===== src/hw/lsoc_params.svh =====
// Purpose: Offsets, field positions, reset values for the sideband output control block
// Assumes: Byte addresses on a 32-bit AHB-Lite bus, one register per aligned word
// Notes:   Included by bare name; definitions only
`ifndef LSOC_PARAMS_SVH
`define LSOC_PARAMS_SVH

// Register byte offsets
`define LSOC_OFS_CTRL0      12'h000
`define LSOC_OFS_CTRL1      12'h004
`define LSOC_OFS_GATE       12'h008
`define LSOC_OFS_STAT       12'h00C

// Control register 0 fields
`define LSOC_C0_FGATE       4
`define LSOC_C0_SDWN        3
`define LSOC_C0_PME         2
`define LSOC_C0_SMI         1
`define LSOC_C0_SCI         0

// Control register 1 fields
`define LSOC_C1_SWRST       4
`define LSOC_C1_PMEL        2
`define LSOC_C1_SMIL        1
`define LSOC_C1_SCIL        0

// Gate register and status fields
`define LSOC_GATE_LVL       0
`define LSOC_ST_SHDN        0
`define LSOC_ST_PD          1
`define LSOC_ST_LRST        2
`define LSOC_ST_ARMED       3

// Reset values and masks
`define LSOC_CTRL_RST       8'h00
`define LSOC_C0_MASK        8'h1F
`define LSOC_C1_MASK        8'h17
`define LSOC_GATE_RST       1'b1

`endif


===== src/hw/lsoc_pkg.sv =====
// Purpose: Types shared by the sideband output control block
// Assumes: AHB-Lite transfer encodings
// Notes:   Constants live in lsoc_params.svh
package lsoc_pkg;

  // AHB transfer type
  typedef enum logic [1:0] {
    HTRANS_IDLE   = 2'b00,
    HTRANS_BUSY   = 2'b01,
    HTRANS_NONSEQ = 2'b10,
    HTRANS_SEQ    = 2'b11
  } lsoc_htrans_type;

  // Interface shutdown state
  typedef enum logic {
    SHDN_RUN,
    SHDN_DOWN
  } lsoc_shdn_type;

endpackage


===== src/hw/lsoc_od_pins.sv =====
// Purpose: Registered open-drain pin drivers with function select
// Assumes: Pin is pulled up outside; output enable high while driving
// Notes:   Output data is always 0, the pin is never driven high
`timescale 1ns/1ps
`default_nettype none

module lsoc_od_pins #(
  parameter int WIDTH = 4
) (
  input  wire logic             clk,      // System clock
  input  wire logic             rstn,     // Async reset, active low
  input  wire logic [WIDTH-1:0] enable,   // Pin owned by this block
  input  wire logic [WIDTH-1:0] level,    // 0 pulls low, 1 releases
  output logic      [WIDTH-1:0] pinSel,   // 1 selects this function
  output logic      [WIDTH-1:0] pinOut,   // Output data, always low
  output logic      [WIDTH-1:0] pinOe     // Output enable
);

  logic [WIDTH-1:0] sel_q, sel_d, oe_q, oe_d;

  // Next pin state: drive low only when owned and level is 0
  always_comb begin
    sel_d = enable;
    oe_d  = enable & ~level;
  end

  // Pin state registers
  always_ff @(posedge clk or negedge rstn) begin
    if (!rstn) begin
      sel_q <= '0;
      oe_q  <= '0;
    end else begin
      sel_q <= sel_d;
      oe_q  <= oe_d;
    end
  end

  assign pinSel = sel_q;
  assign pinOe  = oe_q;
  assign pinOut = '0;   // Open drain: never high

endmodule

`default_nettype wire


===== src/hw/lsoc_sideband.sv =====
// Purpose: Sideband output control bits of the host interface, on AHB-Lite
// Assumes: Pins pulled up outside; pin inputs asynchronous to clk
// Notes:   Zero wait states; read data registered at the address phase
//
// Operation
// (RULE1) Fast gate disabled: pin to other function, gate state held at 1.
// (RULE2) Fast gate enabled: gate pin is open drain, pulled up outside.
// (RULE3) Firmware must not set gate port pin direction while fast gate on.
// (RULE4) Fast gate off: firmware may make the gate with a plain port output.
// (RULE5) Shutdown enable clears on write 0, interface reset, shutdown release edge.
// (RULE6) Shutdown enable sets only on writing 1 after reading it as 0.
// (RULE7) Shutdown enable 1 and power-down low enters hardware shutdown.
// (RULE8) Power event enable 0: output off, pin to other function.
// (RULE9) Power event enable 1: level 0 drives low, level 1 releases.
// (RULE10) Management irq enable 0: output off regardless of level.
// (RULE11) Management irq enable 1: level 0 drives low, level 1 releases.
// (RULE12) Control irq enable 0: output off regardless of level.
// (RULE13) Control irq enable 1: level 0 drives low, level 1 releases.
// (RULE14) Sideband outputs are open drain only, never driven high.
// (RULE15) Firmware sets direction bit of each used sideband port pin.
// (RULE16) Control registers 0 and 1 clear on chip reset and standby.
// (RULE17) Enable bits read back as written, shutdown bit excepted.
`timescale 1ns/1ps
`default_nettype none
`include "lsoc_params.svh"

module lsoc_sideband
  import lsoc_pkg::*;
(
  input  wire logic        clk,             // 125 MHz system clock
  input  wire logic        rstn,            // Async chip reset, active low
  input  wire logic        hsel,            // AHB slave select
  input  wire logic [31:0] haddr,           // AHB address
  input  wire logic [1:0]  htrans,          // AHB transfer type
  input  wire logic        hwrite,          // AHB write
  input  wire logic [2:0]  hsize,           // AHB size
  input  wire logic        hready,          // AHB bus ready
  input  wire logic [31:0] hwdata,          // AHB write data
  output logic      [31:0] hrdata,          // AHB read data
  output logic             hreadyout,       // AHB slave ready
  output logic             hresp,           // AHB response, always OKAY
  input  wire logic        powerDownInN,    // Interface power-down pin, low active
  input  wire logic        lpcResetInN,     // Interface hardware reset pin
  input  wire logic        standbyInN,      // Hardware standby, low active
  output logic             hwShutdown,      // Interface in hardware shutdown
  output logic             addr20GateState, // Internal gate output state
  output logic             gatePinSel,      // Gate pin owned by fast gate
  output logic             gatePinOut,      // Gate pin data
  output logic             gatePinOe,       // Gate pin output enable
  output logic             pmePinSel,       // Power event pin owned
  output logic             pmePinOut,       // Power event pin data
  output logic             pmePinOe,        // Power event pin output enable
  output logic             smiPinSel,       // Management irq pin owned
  output logic             smiPinOut,       // Management irq pin data
  output logic             smiPinOe,        // Management irq pin output enable
  output logic             sciPinSel,       // Control irq pin owned
  output logic             sciPinOut,       // Control irq pin data
  output logic             sciPinOe         // Control irq pin output enable
);

  // Pin synchronisers: first stage read only by second
  logic [2:0] syncA_q, syncB_q;
  logic       pdPrev_q;
  logic       pdLevel, lpcRstActive, standby, pdRise;

  always_ff @(posedge clk or negedge rstn) begin
    if (!rstn) begin
      syncA_q  <= 3'h7;
      syncB_q  <= 3'h7;
      pdPrev_q <= 1'b1;
    end else begin
      syncA_q  <= {standbyInN, lpcResetInN, powerDownInN};
      syncB_q  <= syncA_q;
      pdPrev_q <= syncB_q[0];
    end
  end

  assign pdLevel      = syncB_q[0];
  assign lpcRstActive = ~syncB_q[1];
  assign standby      = ~syncB_q[2];
  assign pdRise       = pdLevel & ~pdPrev_q;

  // AHB address phase capture
  logic        wrPend_q, wrPend_d;
  logic [11:0] wrAddr_q, wrAddr_d;
  logic [31:0] rdata_q, rdata_d;
  logic        accept, rdAccept;
  logic [11:0] offs;

  logic [7:0]    ctrl0_q, ctrl0_d, ctrl1_q, ctrl1_d;
  logic          gateLvl_q, gateLvl_d;
  logic          armed_q, armed_d;
  lsoc_shdn_type shdn_q, shdn_d;
  logic          ifReset, wrCtrl0, wrCtrl1, wrGate;
  logic [7:0]    wd;

  assign accept   = hsel & hready & (htrans == HTRANS_NONSEQ || htrans == HTRANS_SEQ);
  assign rdAccept = accept & ~hwrite;
  assign offs     = {haddr[11:2], 2'b00};

  // Bus next state and registered read mux
  always_comb begin
    wrPend_d = accept & hwrite;
    wrAddr_d = accept ? offs : wrAddr_q;
    rdata_d  = rdata_q;
    if (rdAccept) begin
      case (offs)
        `LSOC_OFS_CTRL0: rdata_d = {24'h00_0000, ctrl0_q};
        `LSOC_OFS_CTRL1: rdata_d = {24'h00_0000, ctrl1_q};
        `LSOC_OFS_GATE:  rdata_d = {31'h0000_0000, gateLvl_q};
        `LSOC_OFS_STAT:  rdata_d = {28'h000_0000, armed_q, lpcRstActive, pdLevel,
                                    shdn_q == SHDN_DOWN};
        default:         rdata_d = 32'h0000_0000;
      endcase
    end
  end

  always_ff @(posedge clk or negedge rstn) begin
    if (!rstn) begin
      wrPend_q <= 1'b0;
      wrAddr_q <= 12'h000;
      rdata_q  <= 32'h0000_0000;
    end else begin
      wrPend_q <= wrPend_d;
      wrAddr_q <= wrAddr_d;
      rdata_q  <= rdata_d;
    end
  end

  assign hrdata    = rdata_q;
  assign hreadyout = 1'b1;
  assign hresp     = 1'b0;

  assign wd      = hwdata[7:0];
  assign wrCtrl0 = wrPend_q && (wrAddr_q == `LSOC_OFS_CTRL0);
  assign wrCtrl1 = wrPend_q && (wrAddr_q == `LSOC_OFS_CTRL1);
  assign wrGate  = wrPend_q && (wrAddr_q == `LSOC_OFS_GATE);
  assign ifReset = lpcRstActive | ctrl1_q[`LSOC_C1_SWRST];

  // Control register next values
  always_comb begin
    ctrl0_d   = ctrl0_q;
    ctrl1_d   = ctrl1_q;
    gateLvl_d = gateLvl_q;
    armed_d   = armed_q;
    if (wrCtrl0) begin
      ctrl0_d = (wd & `LSOC_C0_MASK);  // [RULE17]
      ctrl0_d[`LSOC_C0_SDWN] = wd[`LSOC_C0_SDWN] &
                               (ctrl0_q[`LSOC_C0_SDWN] | armed_q);  // [RULE5] [RULE6]
      armed_d = 1'b0;
    end
    // Reading the shutdown bit as 0 arms the set; arming wins over a disarm
    if (rdAccept && offs == `LSOC_OFS_CTRL0 && !ctrl0_q[`LSOC_C0_SDWN]) begin
      armed_d = 1'b1;  // [RULE6]
    end
    if (wrCtrl1) begin
      ctrl1_d = wd & `LSOC_C1_MASK;
    end
    if (wrGate) begin
      gateLvl_d = wd[`LSOC_GATE_LVL];
    end
    // Interface reset and shutdown release drop the enable
    if (ifReset || pdRise) begin
      ctrl0_d[`LSOC_C0_SDWN] = 1'b0;  // [RULE5]
    end
    // Gate state held at 1 while fast gate is off
    if (!ctrl0_d[`LSOC_C0_FGATE]) begin
      gateLvl_d = `LSOC_GATE_RST;  // [RULE1]
    end
    if (standby) begin
      ctrl0_d   = `LSOC_CTRL_RST;  // [RULE16]
      ctrl1_d   = `LSOC_CTRL_RST;
      gateLvl_d = `LSOC_GATE_RST;
      armed_d   = 1'b0;
    end
  end

  always_ff @(posedge clk or negedge rstn) begin
    if (!rstn) begin
      ctrl0_q   <= `LSOC_CTRL_RST;  // [RULE16]
      ctrl1_q   <= `LSOC_CTRL_RST;
      gateLvl_q <= `LSOC_GATE_RST;
      armed_q   <= 1'b0;
    end else begin
      ctrl0_q   <= ctrl0_d;
      ctrl1_q   <= ctrl1_d;
      gateLvl_q <= gateLvl_d;
      armed_q   <= armed_d;
    end
  end

  // Hardware shutdown state
  always_comb begin
    shdn_d = shdn_q;
    case (shdn_q)
      SHDN_RUN: begin
        if (ctrl0_q[`LSOC_C0_SDWN] && !pdLevel && !ifReset) begin
          shdn_d = SHDN_DOWN;  // [RULE7]
        end
      end
      SHDN_DOWN: begin
        if (pdLevel || ifReset) begin
          shdn_d = SHDN_RUN;
        end
      end
      default: shdn_d = SHDN_RUN;
    endcase
  end

  always_ff @(posedge clk or negedge rstn) begin
    if (!rstn) begin
      shdn_q <= SHDN_RUN;
    end else begin
      shdn_q <= shdn_d;
    end
  end

  assign hwShutdown      = (shdn_q == SHDN_DOWN);
  assign addr20GateState = gateLvl_q;

  // Open-drain drivers: gate, power event, management irq, control irq
  lsoc_od_pins #(
    .WIDTH (4)
  ) u_pins (
    .clk    (clk),
    .rstn   (rstn),
    .enable ({ctrl0_q[`LSOC_C0_FGATE], ctrl0_q[`LSOC_C0_PME],
              ctrl0_q[`LSOC_C0_SMI],   ctrl0_q[`LSOC_C0_SCI]}),  // [RULE2] [RULE8] [RULE10] [RULE12]
    .level  ({gateLvl_q,               ctrl1_q[`LSOC_C1_PMEL],
              ctrl1_q[`LSOC_C1_SMIL],  ctrl1_q[`LSOC_C1_SCIL]}),  // [RULE9] [RULE11] [RULE13]
    .pinSel ({gatePinSel, pmePinSel, smiPinSel, sciPinSel}),
    .pinOut ({gatePinOut, pmePinOut, smiPinOut, sciPinOut}),      // [RULE14]
    .pinOe  ({gatePinOe,  pmePinOe,  smiPinOe,  sciPinOe})
  );
endmodule

`default_nettype wire


===== config.mk =====
export PLATFORM = sky130hd
export DESIGN_NAME = lsoc_sideband
export DESIGN_NICKNAME = d
export VERILOG_FILES = /design/src/hw/lsoc_pkg.sv /design/src/hw/lsoc_od_pins.sv /design/src/hw/lsoc_sideband.sv
export VERILOG_INCLUDE_DIRS = /design/src /design/src/hw
export SDC_FILE = /design/constraint.sdc
export NUM_CORES = 1
export LEC_CHECK = 0
export ABC_AREA = 1
export CELL_PAD_IN_SITES_DETAIL_PLACEMENT = 2
export CELL_PAD_IN_SITES_GLOBAL_PLACEMENT = 2
export CORE_MARGIN = 3
export CORE_UTILIZATION = 34
export CTS_CLUSTER_DIAMETER = 80
export DETAILED_ROUTE_END_ITERATION = 7
export DONT_BUFFER_PORTS = 1
export PLACE_DENSITY_LB_ADDON = 0.1
export SLEW_MARGIN = 20
export SYNTH_ARGS = -nofsm -noshare
export SYNTH_HDL_FRONTEND = slang
export SYNTH_SLANG_ARGS = --single-unit
export TNS_END_PERCENT = 100

===== constraint.sdc =====
create_clock -name clk -period 1.5 [get_ports clk]
set_input_delay 0.45 -clock clk [delete_from_list [all_inputs] [get_ports clk]]
set_output_delay 0.45 -clock clk [all_outputs]
set_load 0.005 [all_outputs]

==> run metrics, run 1 <==
status=finished, final reports clean; std cell rows=27; RSZ-0062 raised after global routing=no; Peak supply drop=0.000383 V; Synth Area in Simple Gates=0.228; n_diodes=0; M1 WL=approximately 2100 um; GRT Resource Usage Total=0.147; wire per inst=roughly 17 um; commonest non-fill, non-tap cells in the layout=36 x dfrtp_1, 35 x nand2_1, 30 x conb_1; Power, Total=approximately 2.3 mW; post-DP HPWL=3640 um; Chip Width=approximately 84 um; Worst EP required=about 1.7 ns; Routed WL=5030 um; final period utilization=0.897; most common cell after layout, fill and taps aside=dfrtp_1; critical path cell sequence=inv_1 > nand3_1 > nor2_2 > nand2_2 > nand2_2 > o22ai_1; met3 WL=between 300 and 400 um; Routed Antenna Nets=0; # fillers=roughly 650; CP arrival=roughly 1.5 ns; critical path class=register to register; uppermost layer routed=met4; first-pass GRT wire length=8070 um; post-synthesis sequential area ratio=0.532; area fraction in compound gates after synthesis=0.0534; CTS tree=yes; DR vias=1,381; Multi-input gate area=766 um^2; delay-heaviest family, CP=simple AND/OR/NAND/NOR gates; leakage=approximately 1.1 nW; slowest stage delay, CP=between 0.4 and 0.5 ns; FF/Latch Area=0.00111 mm^2; drt drc=0; initial antenna violation count=0; IO Port Bufs=0; Starting Density=0.366; Mapped Cells=~220; share of layout cells above drive strength 1=0.189; Syn. warnings=0; Tmin final=1.35 ns; H-tree levels=2; GRT overflow=0; gp weighted congestion=approximately 0.82; Worst-Skew Late Latency=0.29 ns; mux share of post-synthesis cell area=0.0270; # setup viols final=0; vias in the first global route=1,491; mean number of vias per cell=~4.7; Synth cell types=26; Hold Crit Class=input port to register; Met2 Wirelength=about 2500 um; Crit Path Max Fanout=7; count of final hold-check violations=0; Hold WS=~0.15 ns; # nets final=roughly 300; clk sinks=44; Syn Area/Cell=approximately 9.6 um^2; Adder-Cell Fraction of Synth Area=0; Synth Register Bits=between 40 and 50; Power Dens Cells=1050 mW/mm^2; clk root buf=clkbuf_8; Worst path slowest cell=dfrtp_1; clock input transition at the sequential cells of the worst setup and hold paths=0.08 ns; Critical Path Source Type=register; fmax=743 MHz; main combinational cell family by area after synthesis=simple AND/OR/NAND/NOR gates; Crit path buffers/inverters=1; IO Count=about 130; die area=around 0.0071 mm^2; Pins Over Slew Limit=0; die height=around 84 um; CTS buffer count=5; largest net degree at the start of global routing=45; postcts setup bufs=0; Layout area overhead=4.80%; xor/xnor share of the synthesized area=0; Mapped Area=0.00209 mm^2; Total Neg Setup Slack=0 ns; Setup crit end kind=register; Core ar.=0.00571 mm^2; Top cell by count, worst path=nand2_2; Max-Cap Viols=0; Iter 0 DRT Violations=69; Pre-Repair DR Iteration Count=4; CTS max path bufs=2; clock skew=roughly 0.0030 ns
==> sequential cells by signal, summed over array words and instances (netlist names), 3 cells and up <==
name	count
wrAddr_q	10
u_pins.pinOe	4
ctrl0_q	5
syncB_q	3
hrdata	6
syncA_q	3
u_pins.pinSel	4
ctrl1_q	4
==> path summary, 6_finish.rpt <==
kind                               from          to  slack [ns]  cells past startpoint
max                         wrAddr_q[3]  ctrl0_q[1]        0.15                      6
min                        powerDownInN  syncA_q[0]        0.15                      0
max reg2reg                 wrAddr_q[3]  ctrl0_q[1]        0.15                      6
min reg2reg                  syncA_q[2]  syncB_q[2]        0.36                      0
max in group asynchronous          rstn  syncA_q[1]        0.53                      2
min in group asynchronous          rstn   hrdata[1]        0.69                      2
==> cell usage after synthesis <==
cell	instances	share of area
dfrtp_1	36	0.43
nand2_1	35	0.063
buf_4	32	0.12
nand3_1	22	0.053
inv_1	18	0.032
nor2_1	15	0.027
dfstp_2	8	0.10
o21ai_1	7	0.017
nand2_2	6	0.018
o21ai_0	6	0.014
mux2_2	5	0.027
nor2_4	5	0.027
a21oi_1	3	0.0072
o22ai_1	3	0.0090
conb_1	2	0.0036
inv_2	2	0.0036
nor2_2	2	0.0060
nor3_1	2	0.0048
a22oi_2	1	0.0060
buf_2	1	0.0024
clkbuf_1	1	0.0018
nand3_4	1	0.0084
nand4_1	1	0.0030
nand4_2	1	0.0060
nor3_2	1	0.0048
nor3_4	1	0.0078
==> through the flow <==
step | utilization | area (um^2) | std cells | setup WS (ns)
after global routing | 0.383 | 2190 | 294 | 0.00643
final | 0.383 | 2190 | 294 | 0.155
after detailed placement | 0.357 | 2040 | 284 | 0.118
after floorplan | - | 2190 | 245 | 0.338
after CTS | 0.382 | 2180 | 294 | 0.0868
after global placement | 0.357 | 2040 | 284 | 0.138
==> metal layers <==
layer,vias to the layer above,track usage
met3,4,0.0422
met2,54,0.247
met1,688,0.182
met5,-,0
met4,0,0.0432
li1,635,-
==> power by group <==
group | internal [mW] | total [mW] | switching, mW
registers | 1.25 | 1.30 | 0.0451
logic | 0.0608 | 0.182 | 0.121
clock network | 0.421 | 0.810 | 0.389
total | 1.73 | 2.29 | 0.555
==> kinds of logic (layout without fill, tap and decap cells) <==
family | count (synthesis) | in the layout
buffers and inverters | 54 | 31
DFF | 44 | 44
other | 2 | 30
AOI/OAI and AO/OA | 20 | 20
muxes | 5 | 5
and+or+nand+nor | 92 | 92
==> cell type report <==
type / instances / share of cell area
Multi-Input combinational cell: 147 / 0.350
Tap cell: 72 / 0.0412
Clock buffer: 8 / 0.0458
Timing Repair Buffer: 3 / 0.0206
Inverter: 20 / 0.0343
Sequential cell: 44 / 0.508
==> what timing repair did <==
| action | 4_1_cts | 5_1_grt |
|---|---|---|
| gates resized for setup | 0 | 1 |
| endpoints found under the setup margin | 0 | 3 |
| hold endpoints to repair | 44 | 0 |
| hold buffers | 2 | 0 |
(Power assumes the default switching activity.)
==> run 2: changes to the inputs <==
--- a/config.mk
+++ b/config.mk
@@ -15,6 +15,7 @@
 export DETAILED_ROUTE_END_ITERATION = 7
 export DONT_BUFFER_PORTS = 1
 export PLACE_DENSITY_LB_ADDON = 0.1
+export SETUP_SLACK_MARGIN = 0.3
 export SLEW_MARGIN = 20
 export SYNTH_ARGS = -nofsm -noshare
 export SYNTH_HDL_FRONTEND = slang
==> run 2 against run 1 <==
  * The flow now finishes with violations (hold timing)
  * First-iteration DRC count decreased by 12%
  * Power about the same
  * Sequential power about the same
  * Combinational power decreased by 7%
  * Wire length decreased by 0.54%
  * Utilization increased by 0.59 points
  * Cell count decreased by 0.34%
  * Register-to-register slack improved by 0.07 ns
  * Flip-flop and latch count unchanged
==> run metrics, run 2 (same netlist as run 1, synthesis figures left out) <==
Total Neg Setup Slack=0 ns (unchanged); critical path class=register to primary output (was register to register); most flop-heavy register=wrAddr_q (unchanged); CP Depth=0 (was 6); Worst-Skew Late Latency=0.29 ns (about the same); Crit Path Max Fanout=3 (was 7); Routed WL=5000 um (was 5030 um); Power, Total=2.29 mW (about the same); CTS tree=yes (unchanged); Pins Over Slew Limit=0 (unchanged); clock skew=0.00186 ns (was 0.00297 ns); final core utilization=0.389 (was 0.383); n_diodes=0 (unchanged); final period utilization=0.873 (was 0.897); CP arrival=0.86 ns (was 1.52 ns); Max-Cap Viols=0 (unchanged); Tmin final=1.31 ns (was 1.35 ns); CTS buffer count=5 (unchanged); Setup crit end kind=primary output (was register); die height=84.3 um (unchanged); Final Instance Area=0.00222 mm^2 (was 0.00219 mm^2); wire per inst=17.1 um (about the same); IO Count=125 (unchanged); Iter 0 DRT Violations=61 (was 69); Finished Layout Cells=293 (was 294); Pre-Repair DR Iteration Count=4 (unchanged); Hold Crit Class=input port to async pin (was input port to register); count of final hold-check violations=39 (was 0); IO Port Bufs=0 (unchanged); M1 WL=2070 um (was 2110 um); initial antenna violation count=0 (unchanged); post-route setup slack=0.190 ns (was 0.155 ns); Core ar.=0.00571 mm^2 (unchanged); Chip Width=84.3 um (unchanged); R2R setup slack=0.22 ns (was 0.15 ns); GRT Resource Usage Total=0.146 (was 0.147); pre-CTS setup slack=0.118 ns (unchanged); Hold WS=-0.160 ns (was 0.146 ns); commonest non-fill, non-tap cells in the layout=34 x nand2_1, 34 x dfrtp_1, 30 x conb_1 (was 36 x dfrtp_1, 35 x nand2_1, 30 x conb_1); die area=0.00711 mm^2 (unchanged); drt drc=0 (unchanged); gp weighted congestion=0.817 (unchanged); Met2 Wirelength=2560 um (was 2520 um); first-pass GRT wire length=8020 um (was 8070 um); Critical Path Source Type=register (unchanged); uppermost layer routed=met4 (unchanged); Peak supply drop=0.000376 V (was 0.000383 V); RSZ-0062 raised after global routing=yes (was no); # setup viols final=0 (unchanged); DP Area=0.00204 mm^2 (unchanged); fmax=763 MHz (was 743 MHz); leakage=1.06 nW (about the same); status=complete, but fails checks (was finished, final reports clean); clk root buf=clkbuf_8 (unchanged); post-DP HPWL=3640 um (unchanged); origin of the critical flop-to-flop path=wrAddr_q[8] (was wrAddr_q[3]); share of layout cells above drive strength 1=0.258 (was 0.189); vias in the first global route=1,469 (was 1,491); Worst Reg-to-Reg Cells=6 (unchanged); GRT overflow=0 (unchanged); mean number of vias per cell=4.67 (was 4.70); violated checks=hold timing; Largest register FFs=10 (unchanged); Layout area overhead=6.41% (was 4.80%); std cell rows=27 (unchanged); clk sinks=44 (unchanged); r2r endpoint=ctrl1_q[0] (was ctrl0_q[1]); Worst EP required=1.05 ns (was 1.68 ns); met3 WL=306 um (was 304 um); # nets final=297 (was 298); # fillers=638 (was 646); Routed Antenna Nets=0 (unchanged); DR vias=1,368 (was 1,381); Power Dens Cells=1030 mW/mm^2 (was 1050 mW/mm^2); DP Cell Count=284 (unchanged); CTS max path bufs=2 (unchanged); Starting Density=0.366 (unchanged); Multi-input gate area=827 um^2 (was 766 um^2); H-tree levels=2 (unchanged); clock input transition at the sequential cells of the worst setup and hold paths=0.08 ns (about the same); FF/Latch Area=0.00111 mm^2 (about the same); largest net degree at the start of global routing=45 (unchanged)
-- run 2: changes by cell type in the layout (fill, tap and decap cells not counted), moves of 2 or more --
cell,delta
dfrtp_1,-2
nor2_4,+2
inv_2,+2
nor2_1,-2
nand3_2,+6
nand3_1,-6
dfrtp_2,+2
inv_1,-2
-- run 2: worst max path at each step --
stage                                from              end
final                     addr20GateState  addr20GateState
after CTS                 addr20GateState  addr20GateState
after global placement           haddr[9]        hrdata[4]
after floorplan                  haddr[7]        hrdata[4]
after global routing          wrAddr_q[8]       ctrl1_q[0]
after detailed placement      wrAddr_q[5]       ctrl1_q[0]
-- run 2: area by class of cell --
| cell class | count | area share |
|---|---|---|
| Timing Repair Buffer | 2 | 0.00676 |
| Sequential cell | 44 | 0.501 |
| Inverter | 20 | 0.0338 |
| Tap cell | 72 | 0.0406 |
| Clock buffer | 8 | 0.0451 |
| Multi-Input combinational cell | 147 | 0.372 |
-- run 2: what timing repair did --
item | CTS | global route
setup endpoints to repair | 15 | 17
hold endpoints to repair | 44 | 44
resized for setup | 11 | 8
pin swaps | 5 | 6
setup buffers | 0 | 1
-- run 2: per-layer routing --
| metal | vias up | GRT usage |
|---|---|---|
| li1 | 633 | - |
| met1 | 680 | 0.178 |
| met2 | 49 | 0.251 |
| met3 | 6 | 0.0432 |
| met4 | 0 | 0.0432 |
| met5 | - | 0 |
-- run 2: where the power goes --
part / leakage (nW) / internal [mW] / total (mW) / switching, mW
clock network: 0.0515 / 0.421 / 0.815 / 0.394
registers: 0.564 / 1.25 / 1.31 / 0.0513
logic: 0.448 / 0.0618 / 0.170 / 0.109
total: 1.06 / 1.74 / 2.29 / 0.554
